--- config.mk ---
export PLATFORM = sky130hd
export DESIGN_NAME = duart_ctl
export DESIGN_NICKNAME = d
export VERILOG_FILES = /design/src/duart_ctl_pkg.sv /design/src/duart_ctl.sv
export SDC_FILE = /design/constraint.sdc
export NUM_CORES = 1
export LEC_CHECK = 0
export BUFFER_PORTS_ARGS = -buffer_cell sky130_fd_sc_hd__buf_2
export CAP_MARGIN = 5
export CORE_MARGIN = 2
export CORE_UTILIZATION = 46
export DETAILED_ROUTE_END_ITERATION = 10
export GPL_ROUTABILITY_DRIVEN = 0
export PLACE_DENSITY_LB_ADDON = 0.12
export SYNTH_ARGS = -nofsm -noshare
export SYNTH_HDL_FRONTEND = slang
export SYNTH_SLANG_ARGS = --single-unit
--- constraint.sdc ---
create_clock -name i_clk -period 3.2 [get_ports i_clk]
set_clock_uncertainty 0.15 [all_clocks]
set_input_delay 0.48 -clock i_clk [delete_from_list [all_inputs] [get_ports i_clk]]
set_output_delay 0.48 -clock i_clk [all_outputs]
set_load 0.01 [all_outputs]
--- src/duart_ctl_pkg.sv ---
package duart_ctl_pkg;
  // register byte offsets (one aligned word each)
  localparam logic [7:0] cmd_a_off = 8'h00;
  localparam logic [7:0] rxb_a_off = 8'h04;
  localparam logic [7:0] txb_a_off = 8'h08;
  localparam logic [7:0] sts_a_off = 8'h0c;
  localparam logic [7:0] cmd_b_off = 8'h10;
  localparam logic [7:0] rxb_b_off = 8'h14;
  localparam logic [7:0] txb_b_off = 8'h18;
  localparam logic [7:0] sts_b_off = 8'h1c;
  localparam logic [7:0] ipcr_off = 8'h20;
  localparam logic [7:0] acr_off = 8'h24;
  localparam logic [7:0] isr_off = 8'h28;
  localparam logic [7:0] imr_off = 8'h2c;
  localparam logic [7:0] ctl_off = 8'h30;
  localparam logic [7:0] acr_reset = 8'h00;
  // command register fields
  localparam int rx_cmd_lsb = 0;
  localparam int tx_cmd_lsb = 2;
  localparam int op_lsb = 4;
  // channel status bits
  localparam int st_rdy = 0;
  localparam int st_full = 1;
  localparam int st_tx_holding_free = 2;
  localparam int st_tx_idle_flag = 3;
  localparam int st_oe = 4;
  localparam int st_pe = 5;
  localparam int st_fe = 6;
  localparam int st_rb = 7;
  // interrupt status bits
  localparam int isr_txa = 0;
  localparam int isr_rxa = 1;
  localparam int isr_dba = 2;
  localparam int isr_txb = 4;
  localparam int isr_rxb = 5;
  localparam int isr_dbb = 6;
  localparam int isr_cos = 7;
  // control register bits
  localparam int ctl_loop = 0;
  localparam int ctl_mdrop = 1;
  typedef enum logic [2:0] {
    op_none = 3'b000, op_mptr = 3'b001, op_rst_rx = 3'b010, op_rst_tx = 3'b011,
    op_rst_err = 3'b100, op_rst_brk = 3'b101, op_brk_on = 3'b110, op_brk_off = 3'b111
  } chan_op_type;
  localparam logic [1:0] cmd_nop = 2'b00;
  localparam logic [1:0] cmd_en = 2'b01;
  localparam logic [1:0] cmd_dis = 2'b10;
  localparam int rxq_depth = 3;
  // timing: 20 MHz clock, 16 samples a bit
  localparam int clk_hz = 20000000;
  localparam int baud_hz = 9600;
  localparam int sample_div = clk_hz / (baud_hz * 16);
  localparam int cos_filter_us = 25;
  localparam int cos_filter_cyc = (cos_filter_us * (clk_hz / 1000000));
  typedef enum logic [1:0] {tx_idle = 2'b00, tx_shift = 2'b01, tx_brk = 2'b11} tx_state_type;
  typedef enum logic [1:0] {rx_off = 2'b00, rx_hunt = 2'b01, rx_data = 2'b11} rx_state_type;
endpackage

--- src/duart_ctl.sv ---
`timescale 1ns/1ps
module duart_ctl
  import duart_ctl_pkg::*;
(
  input wire logic i_clk,
  input wire logic i_rst_b,
  input wire logic [7:0] i_awaddr,
  input wire logic i_awvalid,
  output logic o_awready,
  input wire logic [31:0] i_wdata,
  input wire logic [3:0] i_wstrb,
  input wire logic i_wvalid,
  output logic o_wready,
  output logic [1:0] o_bresp,
  output logic o_bvalid,
  input wire logic i_bready,
  input wire logic [7:0] i_araddr,
  input wire logic i_arvalid,
  output logic o_arready,
  output logic [31:0] o_rdata,
  output logic [1:0] o_rresp,
  output logic o_rvalid,
  input wire logic i_rready,
  input wire logic [1:0] i_serial_in_pin,
  output logic [1:0] o_serial_out_pin,
  input wire logic [2:0] i_general_input_pins,
  output logic o_irq,
  output logic o_mode_ptr_first
);

  // =====================================================
  // bus slave
  logic aw_q, w_q;
  logic [7:0] awa_q;
  logic [7:0] wd_q;
  logic wst_q;
  logic wr_go, rd_go;
  assign wr_go = aw_q && w_q && !o_bvalid;
  assign rd_go = i_arvalid && o_arready;

  always_ff @(posedge i_clk or negedge i_rst_b) begin
    if (!i_rst_b) begin
      aw_q <= 1'b0;
      w_q <= 1'b0;
      awa_q <= 8'h00;
      wd_q <= 8'h00;
      wst_q <= 1'b0;
      o_awready <= 1'b1;
      o_wready <= 1'b1;
      o_bvalid <= 1'b0;
    end else begin
      if (i_awvalid && o_awready) begin
        aw_q <= 1'b1;
        awa_q <= i_awaddr;
        o_awready <= 1'b0;
      end
      if (i_wvalid && o_wready) begin
        w_q <= 1'b1;
        wd_q <= i_wdata[7:0];
        wst_q <= i_wstrb[0];
        o_wready <= 1'b0;
      end
      if (wr_go) begin
        o_bvalid <= 1'b1;
        aw_q <= 1'b0;
        w_q <= 1'b0;
      end
      if (o_bvalid && i_bready) begin
        o_bvalid <= 1'b0;
        o_awready <= 1'b1;
        o_wready <= 1'b1;
      end
    end
  end
  assign o_bresp = 2'b00;
  assign o_rresp = 2'b00;

  logic [7:0] wdat;
  logic [1:0] wr_cmd, wr_txb;
  assign wdat = wst_q ? wd_q : 8'h00;
  assign wr_cmd[0] = wr_go && wst_q && awa_q == cmd_a_off;
  assign wr_cmd[1] = wr_go && wst_q && awa_q == cmd_b_off;
  assign wr_txb[0] = wr_go && wst_q && awa_q == txb_a_off;
  assign wr_txb[1] = wr_go && wst_q && awa_q == txb_b_off;
  logic wr_acr, wr_imr, wr_ctl, rd_ipcr;
  logic [1:0] rd_rxb;
  assign wr_acr = wr_go && wst_q && awa_q == acr_off;
  assign wr_imr = wr_go && wst_q && awa_q == imr_off;
  assign wr_ctl = wr_go && wst_q && awa_q == ctl_off;
  assign rd_ipcr = rd_go && i_araddr == ipcr_off;
  assign rd_rxb[0] = rd_go && i_araddr == rxb_a_off;
  assign rd_rxb[1] = rd_go && i_araddr == rxb_b_off;

  // =====================================================
  // global registers
  logic [7:0] acr_q, imr_q, ctl_q;
  always_ff @(posedge i_clk or negedge i_rst_b) begin
    if (!i_rst_b) begin
      acr_q <= acr_reset;
      imr_q <= 8'h00;
      ctl_q <= 8'h00;
    end else begin
      if (wr_acr) acr_q <= wdat;
      if (wr_imr) imr_q <= wdat;
      if (wr_ctl) ctl_q <= wdat;
    end
  end

  always_ff @(posedge i_clk or negedge i_rst_b) begin
    if (!i_rst_b) o_mode_ptr_first <= 1'b0;
    else if (wr_cmd != 2'b00) o_mode_ptr_first <= wdat[op_lsb +: 3] == op_mptr;
  end

  // shared 16x sample tick
  logic [11:0] div_q;
  logic tick;
  assign tick = div_q == 12'(sample_div - 1);
  always_ff @(posedge i_clk or negedge i_rst_b) begin
    if (!i_rst_b) div_q <= 12'h000;
    else div_q <= tick ? 12'h000 : div_q + 12'h001;
  end

  // =====================================================
  // channels
  logic [7:0] sts [2];
  logic [7:0] rxtop [2];
  logic [1:0] full, rdy, tx_holding_free, dbrk_set;
  genvar c;
  generate
    for (c = 0; c < 2; c++) begin : g_ch
      chan_op_type op;
      logic [1:0] tcmd, rcmd;
      logic cmd;
      assign cmd = wr_cmd[c];
      assign op = chan_op_type'(wdat[op_lsb +: 3]);
      assign tcmd = wdat[tx_cmd_lsb +: 2];
      assign rcmd = wdat[rx_cmd_lsb +: 2];
      // ---- transmitter ----
      tx_state_type txs_q;
      logic txen_q, hfree_q, idle_q, brkreq_q, so_q;
      logic [7:0] hold_q, sh_q;
      logic [3:0] tph_q, tbit_q;
      logic bit_end;
      assign bit_end = tick && tph_q == 4'hf;
      always_ff @(posedge i_clk or negedge i_rst_b) begin
        if (!i_rst_b) begin
          txs_q <= tx_idle;
          txen_q <= 1'b0;
          hfree_q <= 1'b0;
          idle_q <= 1'b0;
          brkreq_q <= 1'b0;
          so_q <= 1'b1;
          hold_q <= 8'h00;
          sh_q <= 8'h00;
          tph_q <= 4'h0;
          tbit_q <= 4'h0;
        end else begin
          if (tick) tph_q <= tph_q + 4'h1;
          case (txs_q)
            tx_idle: begin
              so_q <= 1'b1;
              if (brkreq_q && bit_end) begin
                txs_q <= tx_brk;
                so_q <= 1'b0;
              end else if (txen_q && !hfree_q && bit_end) begin
                sh_q <= hold_q;
                hfree_q <= 1'b1;
                idle_q <= 1'b0;
                so_q <= 1'b0;
                tbit_q <= 4'h0;
                txs_q <= tx_shift;
              end
            end
            tx_shift: if (bit_end) begin
              tbit_q <= tbit_q + 4'h1;
              if (tbit_q < 4'h8) begin
                so_q <= sh_q[0];
                sh_q <= {1'b0, sh_q[7:1]};
              end else if (tbit_q == 4'h8) so_q <= 1'b1;
              else begin
                txs_q <= tx_idle;
                if (txen_q && hfree_q) idle_q <= 1'b1;
              end
            end
            tx_brk: begin
              so_q <= 1'b0;
              if (!brkreq_q && bit_end) begin
                so_q <= 1'b1;
                txs_q <= tx_idle;
              end
            end
            default: txs_q <= tx_idle;
          endcase
          if (wr_txb[c] && txen_q && hfree_q) begin
            hold_q <= wdat;
            hfree_q <= 1'b0;
            idle_q <= 1'b0;
          end
          if (cmd) begin
            if (op == op_brk_on && txen_q) brkreq_q <= 1'b1;
            if (op == op_brk_off) brkreq_q <= 1'b0;
            if (tcmd == cmd_dis) begin
              txen_q <= 1'b0;
              hfree_q <= 1'b0;
              idle_q <= 1'b0;
            end
            if (tcmd == cmd_en && !txen_q) begin
              txen_q <= 1'b1;
              hfree_q <= 1'b1;
              idle_q <= 1'b1;
            end
            if (op == op_rst_tx) begin
              txen_q <= 1'b0;
              hfree_q <= 1'b0;
              idle_q <= 1'b0;
              brkreq_q <= 1'b0;
              txs_q <= tx_idle;
              so_q <= 1'b1;
            end
          end
        end
      end
      assign o_serial_out_pin[c] = so_q;
      assign tx_holding_free[c] = hfree_q;

      // ---- receiver ----
      logic [1:0] sy_q;
      logic rxd;
      always_ff @(posedge i_clk or negedge i_rst_b) begin
        if (!i_rst_b) sy_q <= 2'b11;
        else sy_q <= {sy_q[0], i_serial_in_pin[c]};
      end
      assign rxd = ctl_q[ctl_loop] ? so_q : sy_q[1];
      rx_state_type rxs_q;
      logic rxen_q, shv_q, brk_q, fe_q, pe_q, oe_q, rb_q;
      logic [7:0] rsh_q, sdat_q;
      logic [1:0] serr_q;
      logic [3:0] rph_q, rbit_q;
      logic [7:0] q_d [rxq_depth];
      logic [1:0] q_e [rxq_depth];
      logic [1:0] cnt_q;
      logic run;
      assign run = rxen_q || ctl_q[ctl_loop] || ctl_q[ctl_mdrop];
      logic pop, push;
      assign pop = rd_rxb[c] && cnt_q != 2'd0;
      assign push = shv_q && (cnt_q != 2'(rxq_depth) || pop);
      always_ff @(posedge i_clk or negedge i_rst_b) begin
        if (!i_rst_b) begin
          rxs_q <= rx_off;
          rxen_q <= 1'b0;
          shv_q <= 1'b0;
          brk_q <= 1'b0;
          fe_q <= 1'b0;
          pe_q <= 1'b0;
          oe_q <= 1'b0;
          rb_q <= 1'b0;
          rsh_q <= 8'h00;
          sdat_q <= 8'h00;
          serr_q <= 2'b00;
          rph_q <= 4'h0;
          rbit_q <= 4'h0;
          cnt_q <= 2'd0;
          dbrk_set[c] <= 1'b0;
          for (int i = 0; i < rxq_depth; i++) begin
            q_d[i] <= 8'h00;
            q_e[i] <= 2'b00;
          end
        end else begin
          dbrk_set[c] <= 1'b0;
          if (tick) rph_q <= rph_q + 4'h1;
          if (pop) begin
            for (int i = 0; i < rxq_depth - 1; i++) begin
              q_d[i] <= q_d[i + 1];
              q_e[i] <= q_e[i + 1];
            end
          end
          if (push) begin
            q_d[pop ? cnt_q - 2'd1 : cnt_q] <= sdat_q;
            q_e[pop ? cnt_q - 2'd1 : cnt_q] <= serr_q;
            shv_q <= 1'b0;
          end
          cnt_q <= cnt_q + {1'b0, push} - {1'b0, pop};
          case (rxs_q)
            rx_off: if (run) rxs_q <= rx_hunt;
            rx_hunt: if (!run) rxs_q <= rx_off;
              else if (tick && !rxd) begin
                rph_q <= 4'h9;
                rbit_q <= 4'h0;
                rxs_q <= rx_data;
              end
            rx_data: if (!run) rxs_q <= rx_off;
              else if (tick && rph_q == 4'h7) begin
                rbit_q <= rbit_q + 4'h1;
                if (rbit_q == 4'h0 && rxd) rxs_q <= rx_hunt;
                else if (rbit_q < 4'h9 && rbit_q != 4'h0) rsh_q <= {rxd, rsh_q[7:1]};
                else if (rbit_q == 4'h9) begin
                  rxs_q <= rx_hunt;
                  if (rsh_q == 8'h00 && !rxd) begin
                    if (!brk_q) begin
                      brk_q <= 1'b1;
                      dbrk_set[c] <= 1'b1;
                    end
                  end
                  if (!brk_q) begin
                    if (shv_q && !push) oe_q <= 1'b1;
                    shv_q <= 1'b1;
                    sdat_q <= rsh_q;
                    serr_q <= {rsh_q == 8'h00 && !rxd, !rxd};
                  end
                end
              end
            default: rxs_q <= rx_off;
          endcase
          if (brk_q && rxs_q == rx_hunt && tick && rxd) begin
            brk_q <= 1'b0;
            dbrk_set[c] <= 1'b1;
          end
          if (cmd) begin
            if (rcmd == cmd_en && !rxen_q) begin
              rxen_q <= 1'b1;
              if (!ctl_q[ctl_mdrop]) rxs_q <= rx_hunt;
            end
            if (rcmd == cmd_dis) rxen_q <= 1'b0;
            if (op == op_rst_rx) begin
              rxen_q <= 1'b0;
              cnt_q <= 2'd0;
              shv_q <= 1'b0;
              rxs_q <= rx_off;
            end
            if (op == op_rst_err) begin
              oe_q <= 1'b0;
              for (int i = 0; i < rxq_depth; i++) q_e[i] <= 2'b00;
            end
          end
        end
      end
      assign full[c] = cnt_q == 2'(rxq_depth);
      assign rdy[c] = cnt_q != 2'd0;
      assign rxtop[c] = q_d[0];
      assign sts[c] = {q_e[0][1] & rdy[c], q_e[0][0] & rdy[c], 1'b0, oe_q,
                       idle_q, hfree_q, full[c], rdy[c]};
    end
  endgenerate

  // =====================================================
  // input pin change detection
  logic [2:0] ips1_q, ips2_q, ipst_q, cos_q;
  logic [2:0] cos_set;
  logic isr_cos_q;
  logic [1:0] db_q;
  generate
    for (c = 0; c < 3; c++) begin : g_ip
      logic [9:0] fc_q;
      always_ff @(posedge i_clk or negedge i_rst_b) begin
        if (!i_rst_b) begin
          ips1_q[c] <= 1'b1;
          ips2_q[c] <= 1'b1;
          ipst_q[c] <= 1'b1;
          fc_q <= 10'h000;
        end else begin
          ips1_q[c] <= i_general_input_pins[c];
          ips2_q[c] <= ips1_q[c];
          if (ips2_q[c] == ipst_q[c]) fc_q <= 10'h000;
          else if (fc_q == 10'(cos_filter_cyc - 1)) begin
            ipst_q[c] <= ips2_q[c];
            fc_q <= 10'h000;
          end else fc_q <= fc_q + 10'h001;
        end
      end
      assign cos_set[c] = ips2_q[c] != ipst_q[c] && fc_q == 10'(cos_filter_cyc - 1);
    end
  endgenerate

  always_ff @(posedge i_clk or negedge i_rst_b) begin
    if (!i_rst_b) begin
      cos_q <= 3'b000;
      isr_cos_q <= 1'b0;
      db_q <= 2'b00;
    end else begin
      cos_q <= (rd_ipcr ? 3'b000 : cos_q) | cos_set;
      if ((cos_set & acr_q[2:0]) != 3'b000) isr_cos_q <= 1'b1;
      else if (rd_ipcr) isr_cos_q <= 1'b0;
      for (int i = 0; i < 2; i++) begin
        if (dbrk_set[i]) db_q[i] <= 1'b1;
        else if (wr_cmd[i] && wdat[op_lsb +: 3] == op_rst_brk) db_q[i] <= 1'b0;
      end
    end
  end

  logic [7:0] isr;
  assign isr = {isr_cos_q, db_q[1], full[1], tx_holding_free[1], 1'b0, db_q[0], full[0], tx_holding_free[0]};

  always_ff @(posedge i_clk or negedge i_rst_b) begin
    if (!i_rst_b) o_irq <= 1'b0;
    else o_irq <= (isr & imr_q) != 8'h00;
  end

  // =====================================================
  // read data
  always_ff @(posedge i_clk or negedge i_rst_b) begin
    if (!i_rst_b) begin
      o_arready <= 1'b1;
      o_rvalid <= 1'b0;
      o_rdata <= 32'h0000_0000;
    end else if (rd_go) begin
      o_arready <= 1'b0;
      o_rvalid <= 1'b1;
      if (i_araddr == rxb_a_off) o_rdata <= {24'h0, rxtop[0]};
      else if (i_araddr == rxb_b_off) o_rdata <= {24'h0, rxtop[1]};
      else if (i_araddr == sts_a_off) o_rdata <= {24'h0, sts[0]};
      else if (i_araddr == sts_b_off) o_rdata <= {24'h0, sts[1]};
      else if (i_araddr == ipcr_off) o_rdata <= {24'h0, 1'b0, cos_q, 1'b0, ipst_q};
      else if (i_araddr == isr_off) o_rdata <= {24'h0, isr};
      else if (i_araddr == imr_off) o_rdata <= {24'h0, imr_q};
      else if (i_araddr == ctl_off) o_rdata <= {24'h0, ctl_q};
      else o_rdata <= 32'h0000_0000;
    end else if (o_rvalid && i_rready) begin
      o_rvalid <= 1'b0;
      o_arready <= 1'b1;
    end
  end

endmodule

==> results by group, run 1 <==
Outcome
  – Status: finished clean

Routing
  – Vias/cell: ~5.5
  – Vias: ~11000
  – DRC Markers: 0
  – Routed Antenna Nets: 0
  – DRT Wirelength: approximately 34 mm
  – TritonRoute pass-1 iters: 5
  – Drt wl/cell: 17.45 um
  – Initial DRC count: roughly 620

CTS
  – Total CTS buffers: 36
  – Clk slew on worst S/H paths: 60 ps
  – H-Tree Depth: 2
  – Sinks on Clock Net: between 300 and 400
  – Clk_lat worst skew: approximately 510 ps
  – Bufs on Longest Clock Path: 3
  – Resize count post-CTS: 0
  – CTS tree: done
  – Root Buffer: clkbuf_16

GRT
  – Largest net degree at the start of global routing: 83
  – Initial antenna violation count: 0
  – Residual overflow from global routing: 0
  – First-pass GRT wire length: 55.86 mm
  – Total track usage: slightly above 20%
  – Via count of the first global-routing pass: between 10000 and 15000

Logic synthesis
  – Synth warn: 0
  – Syn Area/Cell: 10.49 um^2
  – Yosys reg bits: 306
  – Async set-reset flop share out of synthesis: 100.0%
  – Synthesized cell area: 14840 um^2
  – Area fraction of the dominant cell type after synthesis: between 40% and 50%
  – Area contributors post-synth: dfrtp_1, mux2_2, nand2_1, dfstp_2, mux2i_1
  – Area leader, netlist: dfrtp_1
  – Synth Flop Type: dfrtp_1
  – Post-Synthesis Cells: between 1000 and 1500
  – Sequential share of the synthesized area: about half
  – Synth unique cells: slightly above 70
  – EDFF count, synth: 0

Floorplanning
  – DIE HEIGHT: between 150 and 200 um
  – Die Area: 33710 um^2
  – Std-Cell Rows: between 60 and 70
  – Die width: about 180 um
  – CORE AREA: ~32000 um^2
  – Initial Util: a little under half
  – Ports: roughly 110

Critical path
  – Max stage delay on crit path: between 400 and 500 ps
  – Delay-heaviest family, CP: simple AND/OR/NAND/NOR gates
  – CP arrival: just under 3000 ps
  – R2R Setup Slk: ~520 ps
  – Critical path class: flop to flop
  – R2r worst-path depth: 7
  – CP Launch Type: flop
  – Crit-path slowest cell: and3_1
  – Reg-to-Reg Start: div_q[1]
  – Buffers & Inverters on Critical Path: 2
  – CP endpoint kind: flop
  – CP Cell Sequence: inv_1, ha_1, nor4b_2, buf_4, and3_1, nand3_1, mux2_2
  – Critical Path RT: approximately 3400 ps
  – RR Endpoint: g_ch[1].rsh_q[0]
  – Worst-path maximum fanout: 11

Layout
  – Register Area: ~7700 um^2
  – Antenna cell count: 0
  – Area occupied by multi-input gates: between 6000 and 7000 um^2
  – Util after Layout: 53.25%
  – # nets final: around 1600
  – Synthesis-to-layout area growth: 13.54%
  – Fillers: just under 3000
  – Share of cells above drive strength 1: approximately a fifth

Power
  – Leak: roughly 7.9 nW
  – Maximum VDD drop: between 0.0004 and 0.0005 V
  – PD cells: 532.3 nW/um^2

Placed design
  – Detail Placement HPWL: approximately 24 mm
  – Port Buf Inserts: 53

STA
  – Hold Slack: around 15 ps
  – Final worst path period share: a little over four fifths
  – Worst relative slew slack: a little under half
  – Final hold viol count: 0
  – Slew Viols, Final: 0
  – Final setup vio count: 0
  – Unrepaired setup endpoints after global routing: no
  – Post-route minimum period: between 2000 and 3000 ps
  – Pin slew with the least headroom to its limit: between 800 and 900 ps
  – Fmax: between 300 and 400 MHz
  – Final setup TNS: 0 ps

Min path
  – Min-Delay Startpoint: i_rready
  – Hold Path Depth: 2
  – Hold Crit Class: input pin to flop
  – Hold endpoint: o_rvalid

Job
  – MaxCap Viol Count: 0
[worst reg2reg max path: cells and delay by family, from the launching register on]
family                     cells  cell delay [ps]
muxes                          1              390
and+or+nand+nor                3             1190
DFF                            1              400
adders and majority gates      1              150
buffers and inverters          2              270
[cell usage after synthesis, types with 7 or more instances]
cell	instances
dfstp_2	18
inv_1	43
and3_1	14
or4_1	9
and4_1	7
nand3b_1	9
o22ai_1	9
a21oi_1	45
dfrtp_1	288
or3_1	8
a31oi_1	16
nand2b_1	16
buf_4	33
and2_1	13
o211ai_1	7
mux2_2	110
xor2_1	24
nor4_1	21
nor3_1	24
buf_2	7
nor2b_1	26
nand4_1	14
nand2_1	167
ha_1	27
mux2i_1	45
o21ai_0	89
xnor2_1	29
nand3_1	47
clkbuf_1	34
nor2_1	111
[state kept, by name (all words and copies together), names as in the netlist, 12 cells and up, named ones only]
name	count
g_ch.q_d	32
g_ip.fc_q	30
g_ch.hold_q	16
g_ch.rsh_q	16
g_ch.sdat_q	16
g_ch.sh_q	16
div_q	12
g_ch.q_e	12
[how the worst max path moves through the flow]
stage,depth (start not counted),end,startpoint
after floorplan,12,g_ch[1].cnt_q[1],i_araddr[1]
after global placement,7,g_ch[1].q_d[23],i_araddr[1]
after detailed placement,7,g_ch[1].q_d[12],i_araddr[1]
after CTS,7,g_ch[1].rsh_q[6],div_q[1]
after global routing,7,g_ch[1].rsh_q[6],div_q[1]
final,7,g_ch[1].rsh_q[0],div_q[1]
[power breakdown]
group | internal [W] | switching (W) | leakage (nW)
Sequential | 0.00405 | 0.000226 | 4.11
Combinational | 0.000279 | 0.000460 | 3.22
Clock | 0.00241 | 0.00154 | 0.565
[through the flow]
| stage | total power (W) | instances | area (um^2) | setup slack, ps |
|---|---|---|---|---|
| 2_1_floorplan | 0.004722 | 1441 | 14940 | 274.9 |
| 3_3_place_gp | 0.005059 | 1852 | 15600 | 243.0 |
| 3_5_place_dp | 0.005070 | 1852 | 15600 | 218.9 |
| 4_1_cts | 0.009097 | 1925 | 16840 | 470.8 |
| 5_1_grt | 0.009380 | 1925 | 16840 | 284.5 |
| 6_report | 0.008966 | 1925 | 16840 | 519.9 |
[cell type report]
type / instances / area share (%)
clock buffers: 58 / 6.499
clock inverters: 6 / 0.3417
inverters: 43 / 0.9582
multi-input cells: 1013 / 39.67
flip-flops and latches: 306 / 45.59
well taps: 402 / 2.986
repair buffers: 97 / 3.952
[cell families after synthesis]
| logic type | synth area share (%) |
|---|---|
| buffers and inverters | 3.980 |
| and+or+nand+nor | 17.38 |
| muxes | 11.38 |
| AOI/OAI and AO/OA | 10.06 |
| other | 0.02528 |
| adders and majority gates | 2.277 |
| DFF | 51.76 |
| xor gates and xnor gates | 3.129 |
[routing by layer]
metal | part of all wire [%] | global-route usage, %
met3 | 4.8 | 3.526
met1 | 48 | 30.41
met4 | 2.1 | 5.536
met2 | 45 | 32.12
met5 | 0 | 0
[layout by cell type (no fill, tap or decap), types with 6 or more instances in the layout]
cell type,instances
o211ai_1,7
buf_2,52
o22ai_1,9
nor2b_1,26
nand2b_1,16
conb_1,28
o21ai_0,89
xnor2_1,29
nor4_1,20
or3_1,8
a211oi_1,6
clkbuf_16,37
nand4_1,14
clkbuf_1,12
dfstp_2,18
a21oi_1,45
and2_1,13
nand3_1,47
nand3b_1,9
or4_1,9
ha_1,27
mux2i_1,45
buf_4,32
and4_1,7
nand2_1,167
dfrtp_1,288
nor2_1,111
a31oi_1,16
nor3_1,24
inv_1,43
dlygate4sd3_1,9
and3_1,14
mux2_2,110
clkbuf_8,9
nand4b_1,6
xor2_1,24
[repair_timing]
| action | in CTS | in global routing |
|---|---|---|
| endpoints found under the hold margin | 84 | 0 |
| hold buffers | 9 | 0 |
| buffers inserted | 0 | 0 |
Note: power is estimated with default switching activity, not from simulation.
==> run 2: changes to the inputs <==
==> constraint.sdc (replaced) <==
create_clock -name i_clk -period 2.8 [get_ports i_clk]
set_clock_uncertainty 0.15 [all_clocks]
set_input_delay 0.42 -clock i_clk [delete_from_list [all_inputs] [get_ports i_clk]]
set_output_delay 0.42 -clock i_clk [all_outputs]
set_load 0.01 [all_outputs]
==> results by group, run 2 (synthesized netlist as in run 1, its figures left out) <==
Outcome
  – Status: finished clean (unchanged)

Layout
  – Final instance area: 17290 um^2 (was 16840 um^2)
  – Most frequent cells in the layout: dfrtp_1, nand2_1, nor2_1, mux2_2, o21ai_0 (unchanged)
  – Fin cells: 1960 (was 1925)
  – Share of cells above drive strength 1: 20.22% (was 19.04%)
  – Synthesis-to-layout area growth: 16.50% (was 13.54%)
  – Commonest non-fill, non-tap cell in the layout: dfrtp_1 (unchanged)
  – Util after Layout: 54.64% (was 53.25%)
  – Fillers: 2773 (was 2889)
  – Register Area: 7680 um^2 (unchanged)
  – Top reg by flops: g_ch.q_d (unchanged)
  – Area occupied by multi-input gates: 6689 um^2 (was 6683 um^2)
  – Top flop regs: g_ch.q_d: 32 flops, g_ip.fc_q: 30 flops (unchanged)
  – Antenna cell count: 0 (unchanged)
  – Max reg flops: 32 (unchanged)
  – # nets final: 1628 (was 1588)

Power
  – Cell-internal power: 0.007924 W (was 0.006738 W)
  – Sequential power share: 46.2% (was 47.6%)
  – Clock network power share: 44.9% (was 44.1%)
  – Leak: 8.120 nW (was 7.893 nW)
  – PD cells: 608.5 nW/um^2 (was 532.3 nW/um^2)
  – Switching portion of total power: 24.67% (was 24.85%)
  – Maximum VDD drop: 0.0004476 V (was 0.0004535 V)
  – Sw power: 0.002595 W (was 0.002229 W)
  – Comb power frac: 8.9% (was 8.2%)

Critical path
  – Critical Path RT: 3070 ps (was 3430 ps)
  – Worst-path maximum fanout: 20 (was 11)
  – Critical path class: flop to flop (unchanged)
  – CP endpoint kind: flop (unchanged)
  – CP arrival: 2870 ps (was 2910 ps)
  – CP Launch Type: flop (unchanged)

Routing
  – Drt wl/cell: 17.35 um (was 17.45 um)
  – Vias/cell: 5.434 (was 5.479)
  – DRT Wirelength: 34.00 mm (was 33.59 mm)
  – TritonRoute pass-1 iters: 5 (unchanged)
  – DRC Markers: 0 (unchanged)
  – Vias: 10650 (was 10550)
  – Initial DRC count: 583 (was 623)
  – Routed Antenna Nets: 0 (unchanged)

GRT
  – Largest net degree at the start of global routing: 81 (was 83)
  – Via count of the first global-routing pass: 10600 (was 10280)
  – Residual overflow from global routing: 0 (unchanged)
  – First-pass GRT wire length: 56.70 mm (was 55.86 mm)
  – Total track usage: 20.95% (was 20.80%)
  – Initial antenna violation count: 0 (unchanged)

STA
  – Fmax: 384.2 MHz (was 373.1 MHz)
  – Final hold viol count: 0 (unchanged)
  – Final setup vio count: 0 (unchanged)
  – Worst relative slew slack: 44.53% (was 45.43%)
  – Unrepaired setup endpoints after global routing: no (unchanged)
  – Final worst path period share: 92.95% (was 83.75%)
  – Final WS setup: 197.4 ps (was 519.9 ps)
  – Pin slew with the least headroom to its limit: 821.6 ps (was 812.3 ps)
  – Slew Viols, Final: 0 (unchanged)
  – Hold Slack: 21.33 ps (was 14.96 ps)
  – Post-route minimum period: 2603 ps (was 2680 ps)

CTS
  – Bufs on Longest Clock Path: 3 (unchanged)
  – Post-CTS Setup Bufs: 0 (unchanged)
  – Clk_lat worst skew: 520 ps (was 510 ps)
  – Clk slew on worst S/H paths: 60 ps (about the same)
  – H-Tree Depth: 2 (unchanged)
  – Root Buffer: clkbuf_16 (unchanged)
  – Sinks on Clock Net: 306 (unchanged)
  – CTS tree: done (unchanged)
  – Total CTS buffers: 35 (was 36)

Floorplanning
  – Die Area: 33710 um^2 (unchanged)
  – Std-Cell Rows: 65 (unchanged)
  – Initial Util: 46.90% (unchanged)
  – CORE AREA: 31640 um^2 (unchanged)
  – Ports: 109 (unchanged)
  – DIE HEIGHT: 183.6 um (unchanged)
  – Die width: 183.6 um (unchanged)

Min path
  – Hold Crit Class: input pin to flop (unchanged)

Placed design
  – Port Buf Inserts: 53 (unchanged)
  – Placed inst area: 15820 um^2 (was 15600 um^2)
  – Detail Placement HPWL: 24.63 mm (was 24.01 mm)
  – Pre-CTS setup slack: -22.74 ps (was 218.9 ps)
  – Post-Place Cells: 1875 (was 1852)

Job
  – MaxCap Viol Count: 0 (unchanged)
run 2: changes by cell type in the layout (fill, tap and decap cells not counted), moves of 2 or more:
cell           change
buf_12             +3
buf_4             +20
bufinv_16          +3
clkbuf_1           -7
clkinv_2           -3
dlygate4sd3_1     +18
inv_6              +2
run 2: worst max-delay path: stages (launching register included):
cell	delay [ps]
dfrtp_1	450
inv_1	90
ha_1	260
and3b_1	220
nand4_1	120
buf_4	230
buf_4	240
a21oi_1	180
buf_4	270
nor2_1	70
a211oi_1	220
run 2: power groups by stage:
| stage | Sequential (W) | Combinational, W | Clock, W |
|---|---|---|---|
| after detailed placement | 0.00494 | 0.000896 | 0 |
| final | 0.00486 | 0.000935 | 0.00472 |
| after CTS | 0.00486 | 0.000944 | 0.00484 |
| after global placement | 0.00493 | 0.000885 | 0 |
| after global routing | 0.00489 | 0.00105 | 0.00502 |
| after floorplan | 0.00484 | 0.000560 | 0 |
run 2: final cells by class:
| type | instances | share of cell area, % |
|---|---|---|
| Clock inverter | 9 | 0.9627 |
| Timing Repair Buffer | 138 | 6.109 |
| Sequential cell | 306 | 44.43 |
| Tap cell | 402 | 2.910 |
| Clock buffer | 49 | 5.957 |
| Multi-Input combinational cell | 1013 | 38.70 |
| Inverter | 43 | 0.9338 |
run 2: timing repair:
action | 4_1_cts | 5_1_grt
hold buffers | 27 | 0
endpoints found under the setup margin | 0 | 0
hold endpoints to repair | 94 | 0
resized for setup | 0 | 0
run 2: worst paths after layout:
kind	startpoint	to	slack, ps	cells after the start
worst max-delay path	g_ch[0].cnt_q[0]	g_ch[0].q_e[3]	200	10
worst min register to register	g_ch[1].sy_q[0]	g_ch[1].sy_q[1]	200	0
worst min-delay path	i_awaddr[5]	awa_q[5]	20	2
worst max register to register	g_ch[0].cnt_q[0]	g_ch[0].q_e[3]	200	10
max in group asynchronous	i_rst_b	g_ch[1].so_q	1360	3
min in group asynchronous	i_rst_b	g_ip[0].fc_q[6]	360	2
run 2: metrics by stage:
stage | setup TNS [ps] | total power (W)
floorplan | -35.87 | 0.005397
global placement | 0 | 0.005813
detailed placement | -214.5 | 0.005833
CTS | 0 | 0.01064
global route | 0 | 0.01095
finish | 0 | 0.01052
run 2: routing by layer:
metal / global-route usage (%) / part of all wire, % / wire length, um
met4: 5.600 / 2.1 / 721
met2: 32.24 / 44 / 15060
met3: 3.130 / 4.1 / 1401
met5: 0 / 0 / 0
met1: 30.99 / 49 / 16820
